<file path="src/pasl_pkg.sv">
// Package with constants for the address strap and status LED block
package pasl_pkg;
	// ==========================================
	// Strap pins and address layout
	localparam int STRAP_COUNT = 3;
	localparam int ADDR_WIDTH = 5;
	localparam int ADDR_BIT_LINK = 2;
	localparam int ADDR_BIT_TX = 3;
	localparam int ADDR_BIT_RX = 4;
	localparam int IDX_LINK = 0;
	localparam int IDX_TX = 1;
	localparam int IDX_RX = 2;
	localparam logic [1:0] LOW_ADDR_DEFAULT = 2'h0;
	// ==========================================
	// Reset values
	localparam logic [STRAP_COUNT-1:0] STRAP_RESET = 3'h0;
	localparam logic [STRAP_COUNT-1:0] SYNC_RESET = 3'h0;
	// ==========================================
	// Phase of the shared pins, Gray coded
	typedef enum logic [1:0] {
		PASL_SAMPLE = 2'h0,
		PASL_CAPTURE = 2'h1,
		PASL_DRIVE = 2'h3
	} pasl_phase_t;
endpackage

</file>
<file path="src/pasl_strap_led.sv">
// Shared address strap and status LED pins with speed indication
`timescale 1ns/1ps
`default_nettype none
module pasl_strap_led
	import pasl_pkg::*;
(
	input wire logic clock,
	input wire logic rst_n,
	input wire logic softReset,
	input wire logic linkUp,
	input wire logic txActive,
	input wire logic rxActive,
	input wire logic speed100,
	input wire logic [pasl_pkg::STRAP_COUNT-1:0] strapPinIn,
	output logic [pasl_pkg::STRAP_COUNT-1:0] strapPinOut,
	output logic [pasl_pkg::STRAP_COUNT-1:0] strapPinOe,
	output logic [pasl_pkg::ADDR_WIDTH-1:0] phyAddr,
	output logic addrValid,
	output logic speedSelectOut
);
	// ==========================================
	// Declarations
	// Pin synchroniser stages, first read only by the second
	logic [STRAP_COUNT-1:0] pinSync1_reg;
	logic [STRAP_COUNT-1:0] pinSync2_reg;
	logic [STRAP_COUNT-1:0] pinSync3_reg;
	// Strap levels latched at reset exit
	logic [STRAP_COUNT-1:0] strap_reg;
	logic [STRAP_COUNT-1:0] strap_next;
	// Phase of the shared pins
	pasl_phase_t phase_reg;
	pasl_phase_t phase_next;
	// Status gathered in pin order
	wire [STRAP_COUNT-1:0] statusVec;
	wire [STRAP_COUNT-1:0] ledNext;
	wire driving;
	wire captureNow;

	// ==========================================
	// Input synchroniser
	// Three stages; the strap is taken once stages two and three agree
	// No reset here on purpose: a cleared chain would agree on zeros and
	// be captured; free running, it has settled by the time reset lifts
	// Pins are inputs and sampled during reset
	always_ff @(posedge clock) begin
		pinSync1_reg <= strapPinIn;
		pinSync2_reg <= pinSync1_reg;
		pinSync3_reg <= pinSync2_reg;
	end

	// ==========================================
	// Phase sequencing
	// Reset pin holds sampling phase
	// Sample phase lasts one cycle after release; the synchroniser has already filled during reset
	assign captureNow = (phase_reg == PASL_CAPTURE) && (pinSync2_reg == pinSync3_reg);
	always_comb begin
		phase_next = phase_reg;
		case (phase_reg)
			PASL_SAMPLE: begin
				phase_next = PASL_CAPTURE;
			end
			PASL_CAPTURE: begin
				// Wait for two stable stages before taking the strap
				if (captureNow) begin
					phase_next = PASL_DRIVE;
				end
			end
			PASL_DRIVE: begin
				// Stays here; software reset never returns to sampling
				phase_next = PASL_DRIVE;
			end
			default: begin
				phase_next = PASL_SAMPLE;
			end
		endcase
	end

	always_ff @(posedge clock or negedge rst_n) begin
		if (!rst_n) begin
			phase_reg <= PASL_SAMPLE;
		end else begin
			phase_reg <= phase_next;
		end
	end

	// ==========================================
	// Strap capture
	// Capture once at reset exit
	// Level maps straight to the bit
	assign strap_next = captureNow ? pinSync3_reg : strap_reg;
	always_ff @(posedge clock or negedge rst_n) begin
		if (!rst_n) begin
			strap_reg <= STRAP_RESET;
		end else begin
			strap_reg <= strap_next;
		end
	end

	// ==========================================
	// LED drive
	// Link status on link pin
	assign statusVec[IDX_LINK] = linkUp;
	assign statusVec[IDX_TX] = txActive;
	assign statusVec[IDX_RX] = rxActive;
	// Asserted level is inverse of strap
	assign ledNext = statusVec ^ strap_reg;
	assign driving = (phase_reg == PASL_DRIVE);

	// Outputs registered; softReset is deliberately unused here so the
	// pins keep driving through it
	// Software reset leaves pins as outputs
	// Follows status one cycle later, no stretch
	always_ff @(posedge clock or negedge rst_n) begin
		if (!rst_n) begin
			strapPinOut <= STRAP_RESET;
			strapPinOe <= STRAP_RESET;
			speedSelectOut <= 1'b0;
		end else begin
			strapPinOut <= driving ? ledNext : STRAP_RESET;
			strapPinOe <= {STRAP_COUNT{driving}};
			// Low for 10M, high for 100M
			speedSelectOut <= speed100;
		end
	end

	// ==========================================
	// Address output
	// Strap bits placed at address bits two to four
	always_ff @(posedge clock or negedge rst_n) begin
		if (!rst_n) begin
			phyAddr <= '0;
			addrValid <= 1'b0;
		end else begin
			phyAddr[ADDR_BIT_LINK] <= strap_next[IDX_LINK];
			phyAddr[ADDR_BIT_TX] <= strap_next[IDX_TX];
			phyAddr[ADDR_BIT_RX] <= strap_next[IDX_RX];
			phyAddr[ADDR_BIT_LINK-1:0] <= LOW_ADDR_DEFAULT;
			addrValid <= driving | captureNow;
		end
	end

	// ==========================================
	// Assertions
	// LED level against strap
	led_inverts_a: assert property (@(posedge clock) disable iff (!rst_n)
		(driving && $past(driving)) |=> strapPinOut == ($past(statusVec) ^ strap_reg))
		else $error("LED level not inverse of strap");
	pins_stay_out_a: assert property (@(posedge clock) disable iff (!rst_n)
		$rose(addrValid) |=> (&strapPinOe)[*8])
		else $error("Pins released after capture");
	addr_matches_a: assert property (@(posedge clock) disable iff (!rst_n)
		addrValid |-> phyAddr[ADDR_BIT_LINK] == strap_reg[IDX_LINK])
		else $error("Address bit two wrong");
	addr_tx_a: assert property (@(posedge clock) disable iff (!rst_n)
		addrValid |-> phyAddr[ADDR_BIT_TX] == strap_reg[IDX_TX])
		else $error("Address bit three wrong");
	addr_rx_a: assert property (@(posedge clock) disable iff (!rst_n)
		addrValid |-> phyAddr[ADDR_BIT_RX] == strap_reg[IDX_RX])
		else $error("Address bit four wrong");
	strap_map_a: assert property (@(posedge clock) disable iff (!rst_n)
		$rose(addrValid) |-> phyAddr[ADDR_BIT_RX:ADDR_BIT_LINK] == $past(pinSync3_reg))
		else $error("Address not equal to strap levels");
	strap_frozen_a: assert property (@(posedge clock) disable iff (!rst_n)
		$past(driving) |-> $stable(strap_reg))
		else $error("Strap changed after capture");
	valid_holds_a: assert property (@(posedge clock) disable iff (!rst_n)
		addrValid |=> addrValid)
		else $error("Address valid dropped");
	no_drive_early_a: assert property (@(posedge clock) disable iff (!rst_n)
		!$past(driving) |-> strapPinOe == STRAP_RESET)
		else $error("Pins driven during sampling");
	speed_follows_a: assert property (@(posedge clock) disable iff (!rst_n)
		speed100 |=> speedSelectOut)
		else $error("Speed output not high for 100M");
	speed_low_a: assert property (@(posedge clock) disable iff (!rst_n)
		!speed100 |=> !speedSelectOut)
		else $error("Speed output not low for 10M");
	link_led_a: assert property (@(posedge clock) disable iff (!rst_n)
		(driving && linkUp) |=> strapPinOut[IDX_LINK] == !strap_reg[IDX_LINK])
		else $error("Link LED not asserted");
	// Link LED drops with no stretch
	link_off_a: assert property (@(posedge clock) disable iff (!rst_n)
		(driving && !linkUp) |=> strapPinOut[IDX_LINK] == strap_reg[IDX_LINK])
		else $error("Link LED stretched past status");
	tx_led_a: assert property (@(posedge clock) disable iff (!rst_n)
		(driving && txActive) |=> strapPinOut[IDX_TX] == !strap_reg[IDX_TX])
		else $error("Transmit LED not asserted");
	rx_led_a: assert property (@(posedge clock) disable iff (!rst_n)
		(driving && rxActive) |=> strapPinOut[IDX_RX] == !strap_reg[IDX_RX])
		else $error("Receive LED not asserted");
endmodule
`default_nettype wire

</file>
<file path="config.mk">
export PLATFORM = sky130hd
export DESIGN_NAME = pasl_strap_led
export DESIGN_NICKNAME = d
export VERILOG_FILES = /design/src/pasl_pkg.sv /design/src/pasl_strap_led.sv
export SDC_FILE = /design/constraint.sdc
export NUM_CORES = 1
export LEC_CHECK = 0
export ABC_AREA = 1
export CORE_AREA = 2 2 39 41
export DETAILED_ROUTE_END_ITERATION = 10
export DIE_AREA = 0 0 41 43
export DONT_BUFFER_PORTS = 1
export PLACE_DENSITY = 0.72
export SETUP_SLACK_MARGIN = 0.02
export SLEW_MARGIN = 5
export SYNTH_ARGS = -nofsm -noshare
export SYNTH_HDL_FRONTEND = slang
export SYNTH_SLANG_ARGS = --single-unit
</file>
<file path="constraint.sdc">
create_clock -name clock -period 1.2 [get_ports clock]
set_input_delay 0.12 -clock clock [delete_from_list [all_inputs] [get_ports clock]]
set_output_delay 0.12 -clock clock [all_outputs]
set_load 0.05 [all_outputs]
</file>
==> results of run 1 <==
worst min-delay path by stage:
stage | startpoint | cells past startpoint | to | slack (ns)
3_5_place_dp | rst_n | 0 | speedSelectOut$_DFF_PN0_ | -0.18
6_report | linkUp | 2 | strapPinOut[0]$_DFF_PN0_ | 0.06
3_3_place_gp | rst_n | 0 | addrValid$_DFF_PN0_ | -0.18
2_1_floorplan | rst_n | 0 | addrValid$_DFF_PN0_ | -0.18
5_1_grt | linkUp | 2 | strapPinOut[0]$_DFF_PN0_ | 0.04
4_1_cts | rxActive | 2 | strapPinOut[2]$_DFF_PN0_ | 0.008
worst reg2reg max path, stage by stage (launching register included):
cell     delay (ns)
dfrtp_1        0.43
nor2_4         0.16
nand4_2        0.17
nand2_1        0.10
nand2_1        0.04
layer usage:
| layer | share of wire | routed length, um | vias up |
|---|---|---|---|
| li1 | - | - | 235 |
| met1 | 0.39 | 396 | 215 |
| met2 | 0.52 | 528 | 20 |
| met3 | 0.081 | 83 | 2 |
| met4 | 0.017 | 17 | 0 |
| met5 | 0 | 0 | - |
synth_stat cells:
cell / count
inv_1: 8
nand4_2: 1
nor2_2: 1
nand2_1: 22
nand4_1: 3
dfrtp_1: 11
buf_4: 4
nor2_4: 1
conb_1: 1
inv_2: 1
a21oi_1: 3
o21ai_0: 3
dfxtp_1: 9
timing repair:
item / CTS / global route
buffers inserted: 0 / 0
hold buffers: 8 / 2
hold endpoints to repair: 18 / 2
metrics by stage:
stage	instance area, um2	hold slack, ns	setup WS, ns	total power [mW]
3_5_place_dp	720.7	-0.1754	0.2096	1.773
5_1_grt	857.1	0.03919	0.08482	2.281
6_report	857.1	0.05814	0.1487	2.159
3_3_place_gp	720.7	-0.1754	0.2086	1.748
2_1_floorplan	688.2	-0.1756	0.1755	1.623
4_1_cts	837.1	0.007896	0.1322	2.175
power by group:
part	internal [mW]	switching, mW	leakage (nW)
combinational	0.194	0.446	0.215
sequential	0.813	0.330	0.199
clock	0.185	0.190	0.0210
total	1.19	0.966	0.435
final cells by class:
class,instances,area share
Inverter,9,0.03942
Tap cell,16,0.02336
Timing Repair Buffer,14,0.1664
Multi-Input combinational cell,36,0.1971
Clock buffer,4,0.04234
Sequential cell,20,0.5314
cell families (layout without fill, tap and decap cells):
kind of cell | count (synthesis) | after routing | share of synthesized area
compound gates | 6 | 6 | 0.04386
buf+inv | 13 | 27 | 0.09323
flops | 20 | 20 | 0.6654
other cells | 1 | 2 | 0.005479
simple gates | 28 | 28 | 0.1920
==> results by stage, run 1 <==
Outcome:
- The flow ran to the end, and the final reports show no timing, DRC or antenna violations.

CTS:
- The total clock buffers created by CTS is 3.
- The library cell used as clock root buffer is clkbuf_4.
- The clock-pin slew of the registers on the worst-case setup and hold paths is 0.10 ns.
- After clock tree synthesis, the repair step resized 0 gates.
- The TritonCTS clock tree is done.
- Clock tree synthesis found a total of 20 sinks.
- The later-pin clock latency in the skew report is 0.29 ns.
- In this run the number of H-tree levels came out at 1.
- The clock passes through at most 2 buffers.

Timing:
- Across the routed clock network, the largest skew measured is 0.0009997 ns.
- Setup repair after global routing left no endpoint under its margin.
- The final-report setup violation count is 0.
- The part of the cycle the worst path needs is 0.8761.
- The highest attainable clock frequency is 0.9512 GHz.
- The count of pins over their slew limit came to 0.
- The final hold violation count is 0.
- The final-layout setup total negative slack is 0 ns.
- The worst path in the final design needs a cycle of 1.051 ns, including I/O delays and setup.

Pwr:
- The static leakage power is 0.4354 nW.
- The maximum ir drop on the vdd rail is 1.137 mV.
- In this run the power density over the cells is 2519 nW/um2.

Critical path:
- The total number of cells along the worst setup path is 0.
- The depth of the worst register-to-register path is 4.
- Data on the critical path arrives at its endpoint at 0.93 ns.
- The source of the worst register-to-register timing path is phase_reg[1]$_DFFE_PN0P_.
- The biggest fanout along the worst timing path is 1.
- The kind of end point of the critical path is a primary output.
- The worst reg-to-reg setup slack is 0.20 ns.
- The required arrival time at the worst endpoint is 1.08 ns.
- Following the worst setup path forward leads to its endpoint at addrValid.
- The capture point of the worst reg-to-reg path is phyAddr[4]$_DFFE_PN0P_.
- The class of the most critical setup path is flip-flop to primary output.
- STA classifies the critical path startpoint as a flip-flop.
- The worst setup path startpoint is addrValid$_DFF_PN0_.

Global route:
- The final global-route overflow total is 0.
- For this run, global-route usage on met2 was measured as 0.2219.
- The via count of the first global-routing pass is 397.
- The maximum number of pins on one net before global-route repair is 12.
- In this run the most used layer during global routing was met2.
- The met3 track demand over resource is 0.04712.
- The number of antenna violations at the first check in global routing was 0.
- The first global-routing pass estimated 1469 um of wire.
- For met1 alone, demand over resource in global routing was 0.1208.
- For this run, the total global-route usage over all layers was measured as 0.1302.

Detailed routing:
- The violation count after the first detailed-route iteration is 8.
- The detailed router placed 472 vias in this run.
- The number of vias per cell is 4.768.
- The number of design rule violations left after detail routing is 0.
- The number of nets with antenna violations after detailed routing is 0.
- After detailed routing, the total wire length is 1025 um.
- After detailed routing, the average wire length per cell comes to 10.35 um.
- Before antenna repair, the detailed router went through 4 iterations.

Synth:
- The count of unique library cells instantiated by Yosys is 13.
- The Yosys step of the flow raised 0 warnings.
- The number of instances in the synthesized netlist is 68.
- The mapped netlist covers 684.4 um2.
- The library cell occupying the most area in the post-synthesis netlist is dfrtp_1.
- The total of flip-flops plus latches after synthesis is 20.
- By area the synthesized netlist is led by dfrtp_1 (40%), dfxtp_1 (26%), nand2_1 (12%).
- Of the post-synthesis cell area, the dominant cell type holds 0.4022.
- The average instance in the mapped netlist occupies 10.06 um2.
- The share of the Yosys chip area taken by registers is 0.6654.

Cells and area:
- The layout overhead on the synthesized area is 25.23%.
- The combined area of the multi-input logic cells is 168.9 um2.
- The post-route non-filler standard cell count is 99.
- In the final layout, the share of cells above drive strength 1 is 0.1446.
- In the layout the commonest cells are nand2_1 (22), dfrtp_1 (11), dlygate4sd3_1 (10).
- The number of antenna diodes in the final layout is 0.
- The post-layout utilization of the core is 0.6193.
- The most common cell after layout, fill and taps aside is nand2_1.
- The filler cells instantiated in the layout total 114.
- The sequential cell area in the final layout is 455.4 um2.
- The number of nets in the layout is 94.

Flow run:
- Max-cap violations in this run came to 0.

Floorplanning:
- The floorplan row count is 14.
- The full die area is 1763 um2.
- The initial core utilization is 0.4946.
- The total area inside the core boundary comes to 1384 um2.
- The die boundary width is 41 um.
- 23 I/O pins were placed.
- Measured along the y axis, the die boundary spans 43 um.

Placement:
- The number of I/O port buffers is 0.
- The placed cell count is 85.
- The HPWL after detailed placement is 724.9 um.
- At the end of routability-driven placement, the weighted congestion stood at 0.7219.

Min path:
- The min-delay analysis places its worst path in the category input port to flip-flop.
No activity file was read; power rests on OpenSTA's default activity.
==> run 2: changes to the inputs <==
clock period = 1 ns   (was 1.2 ns; I/O delays follow)
==> run 2 against run 1 <==
Effect of this change:
- the run now ends with negative setup slack left
- clock power is 77% higher
- combinational power is 53% higher
- sequential power is 21% higher
- hold slack worse by 0.046 ns
- first-iteration DRC count is 38% lower
- die area stayed put
- critical path depth is 1 higher
- largest cell class unchanged
==> results by stage, run 2 (synthesized netlist as in run 1, its figures left out) <==
Detailed routing:
- The violation count after the first detailed-route iteration is 5 (was 8).
- The number of nets with antenna violations after detailed routing is 0 (unchanged).
- The detailed-router iteration count before antenna repair is 4 (unchanged).
- The number of vias per cell is 4.881 (was 4.768).
- The routed wire length is 1266 um (was 1025 um).
- The number of design rule violations left after detail routing was 0 (unchanged).
- The vias after detailed routing is 493 (was 472).
- The wire length per cell after detailed routing was 12.53 um (was 10.35 um).

Cells and area:
- The finished layout cell area is 943.4 um2 (was 857.1 um2).
- The layout overhead on the synthesized area came to 37.84% (was 25.23%).
- Top library cells by usage in the layout, fill and taps aside: nand2_1 (17), dlygate4sd3_1 (8), dfrtp_2 (6) (was nand2_1 (22), dfrtp_1 (11), dlygate4sd3_1 (10)).
- The post-route non-filler standard cell count came to 101 (was 99).
- The layout cell share with drive strength beyond 1 is 0.4235 (was 0.1446).
- The most common cell after layout, fill and taps aside is nand2_1 (unchanged).
- The number of nets in the layout is 96 (was 94).
- The post-layout utilization of the core is 0.6817 (was 0.6193).
- The total inserted antenna cells is 0 (unchanged).

Timing:
- The worst setup skew after layout was 0.004295 ns (was 0.0009997 ns).
- The final hold violation count is 0 (unchanged).
- The worst setup slack after layout is -0.02494 ns (was 0.1487 ns).
- The final-report setup violation count is 3 (was 0).
- The part of the cycle the worst path needs is 1.025.
- The count of pins over their slew limit is 0 (unchanged).
- Static timing analysis puts the maximum clock frequency at 0.9757 GHz.
- The smallest clock period supported by the final layout is computed as 1.025 ns.
- Setup repair after global routing missed its margin: true (was false).

Critical path:
- The signal on the critical path passes through buf_12.
- The class of the most critical setup path is flip-flop to primary output (unchanged).
- The depth of the worst register-to-register path is 7 (was 4).
- The kind of end point of the critical path is a primary output (unchanged).
- The required arrival time at the worst endpoint is 0.90 ns (was 1.08 ns).
- The data arrival time at the worst-slack endpoint is 0.92 ns (was 0.93 ns).
- On the critical path the largest part of the delay comes from flip-flops.
- The capturing instance or port of the critical path is strapPinOe[0] (was addrValid).
- The total number of cells along the worst setup path was 1 (was 0).
- Counting both buffers and inverters, the worst setup path holds a total of 1.
- The source of the worst register-to-register timing path is pinSync3_reg[0]$_DFF_P_ (was phase_reg[1]$_DFFE_PN0P_).
- The element type at the critical path start is a flip-flop (unchanged).
- The largest single stage delay on the critical path is 0.43 ns.
- The worst setup path startpoint is strapPinOe[0]$_DFF_PN0_ (was addrValid$_DFF_PN0_).
- The worst reg-to-reg setup slack is 0.02 ns (was 0.20 ns).
- The biggest fanout along the worst timing path is 3 (was 1).
- The slowest stage of the critical path belongs to the cell dfrtp_2.
- The capture point of the worst reg-to-reg path is phyAddr[3]$_DFFE_PN0P_ (was phyAddr[4]$_DFFE_PN0P_).

Outcome:
- Run status: complete, but fails checks (was complete, no violations).
- The final reports fail on negative setup slack.

Placement:
- The global placement routability congestion is 0.7603 (was 0.7219).
- The placed cell count is 86 (was 85).
- The HPWL after detailed placement is 845.8 um (was 724.9 um).
- The instance area after placement is 729.5 um2 (was 720.7 um2).
- The number of I/O port buffers is 0 (unchanged).

CTS:
- The total clock buffers created by CTS is 3 (unchanged).
- The library cell used as clock root buffer is clkbuf_4 (unchanged).
- The maximum buffer depth of the clock tree came to 2 (unchanged).
- The number of clock sinks was 20 (unchanged).
- The clock-pin slew of the registers on the worst-case setup and hold paths is 0.11 ns (was 0.10 ns).
- The later-pin clock latency in the skew report came to 0.31 ns (was 0.29 ns).
- The TritonCTS clock tree is done (unchanged).
- The H-tree depth reported by CTS came to 1 (unchanged).

Min path:
- The class of the most critical hold timing path is input port to flip-flop (unchanged).
- The startpoint of the tightest hold check path is linkUp (unchanged).

Floorplanning:
- The core outline area came to 1384 um2 (unchanged).
- The vertical extent of the die is 43 um (unchanged).
- The die boundary width is 41 um (unchanged).
- The full die area was 1763 um2 (unchanged).
- The count of pins on the block boundary was 23 (unchanged).
- The initial core utilization is 0.4946 (unchanged).
- The floorplan row count is 14 (unchanged).

Pwr:
- The power per cell area came to 3208 nW/um2 (was 2519 nW/um2).
- The fraction of power consumed by combinational cells is 0.324 (was 0.297).
- The part of the power in the clock network is 0.219 (was 0.174).
- The internal power is 1.768 mW (was 1.193 mW).
- The maximum ir drop on the vdd rail is 2.001 mV (was 1.137 mV).
- The overall power consumption came to 3.026 mW (was 2.159 mW).
- The switching power total was 1.258 mW (was 0.9662 mW).
- The sequential share of power was 0.457 (was 0.530).
- The switching power share of the total is 0.4158 (was 0.4475).
- The static leakage power is 0.4478 nW (was 0.4354 nW).

Global route:
- The first-pass GRT wire length is 1745 um (was 1469 um).
- The final global-route overflow total was 0 (unchanged).
- The number of antenna violations at the first check in global routing came to 0 (unchanged).
- The via count of the first global-routing pass came to 449 (was 397).
- The maximum number of pins on one net before global-route repair is 13 (was 12).
- The global routing usage summed across all routing layers is 0.1626 (was 0.1302).

Flow run:
- The number of max-cap violations is 0 (unchanged).
-- run 2: cell count changes in the layout (fill, tap and decap cells not counted), moves of 4 or more --
cell | before | now
dfrtp_2 | 0 | 6
dfxtp_1 | 9 | 4
nand2_2 | 0 | 4
buf_6 | 0 | 4
inv_2 | 1 | 5
dfxtp_2 | 0 | 5
inv_1 | 8 | 4
dfrtp_1 | 11 | 5
nand2_1 | 22 | 17
-- run 2: cell type report --
cell class / count / area, um2
clock buffers: 3 / 22.52
clock inverters: 1 / 30.03
fillers: 102 / 440.4
inverters: 9 / 33.78
multi-input cells: 36 / 200.2
flip-flops and latches: 20 / 469.2
well taps: 16 / 20.02
repair buffers: 16 / 167.7
-- run 2: stage by stage --
stage                     hold WS (ns)  setup TNS [ns]  worst slack, ns
after CTS                      0.01500        -0.08818         -0.02947
after detailed placement       -0.1954               0          0.02907
after global placement         -0.1954               0          0.04010
after global routing          0.009810         -0.2631         -0.05191
after floorplan                -0.1956               0          0.02175
final                          0.01209        -0.07476         -0.02494
-- run 2: how the worst min path moves through the flow --
stage	cells past startpoint	slack [ns]	endpoint
final	2	0.01	strapPinOut[0]$_DFF_PN0_
after global placement	0	-0.20	addrValid$_DFF_PN0_
after detailed placement	0	-0.20	speedSelectOut$_DFF_PN0_
after CTS	2	0.02	strapPinOut[0]$_DFF_PN0_
after floorplan	0	-0.20	addrValid$_DFF_PN0_
after global routing	2	0.01	strapPinOut[0]$_DFF_PN0_
-- run 2: what timing repair did --
| item | in CTS | in global routing |
|---|---|---|
| gates resized for setup | 11 | 15 |
| hold buffers | 8 | 0 |
| hold endpoints to repair | 18 | 0 |
| pin swaps | 0 | 5 |
| setup endpoints to repair | 14 | 13 |
| setup buffers | 3 | 0 |
-- run 2: power by group through the flow --
stage          clock, mW  sequential [mW]  combinational (mW)
2_1_floorplan          0             1.62               0.326
3_3_place_gp           0             1.38               0.736
3_5_place_dp           0             1.40               0.758
4_1_cts            0.672             1.38               0.958
5_1_grt            0.694             1.40                1.04
6_report           0.664             1.38               0.980
-- run 2: per-layer routing --
metal	part of all wire	GRT usage	routed length, um	vias to the layer above
li1	-	-	-	236
met1	0.35	0.1365	443	226
met2	0.53	0.2781	672	27
met3	0.079	0.03141	100	4
met4	0.039	0.1600	50	0
met5	0	0	0	-
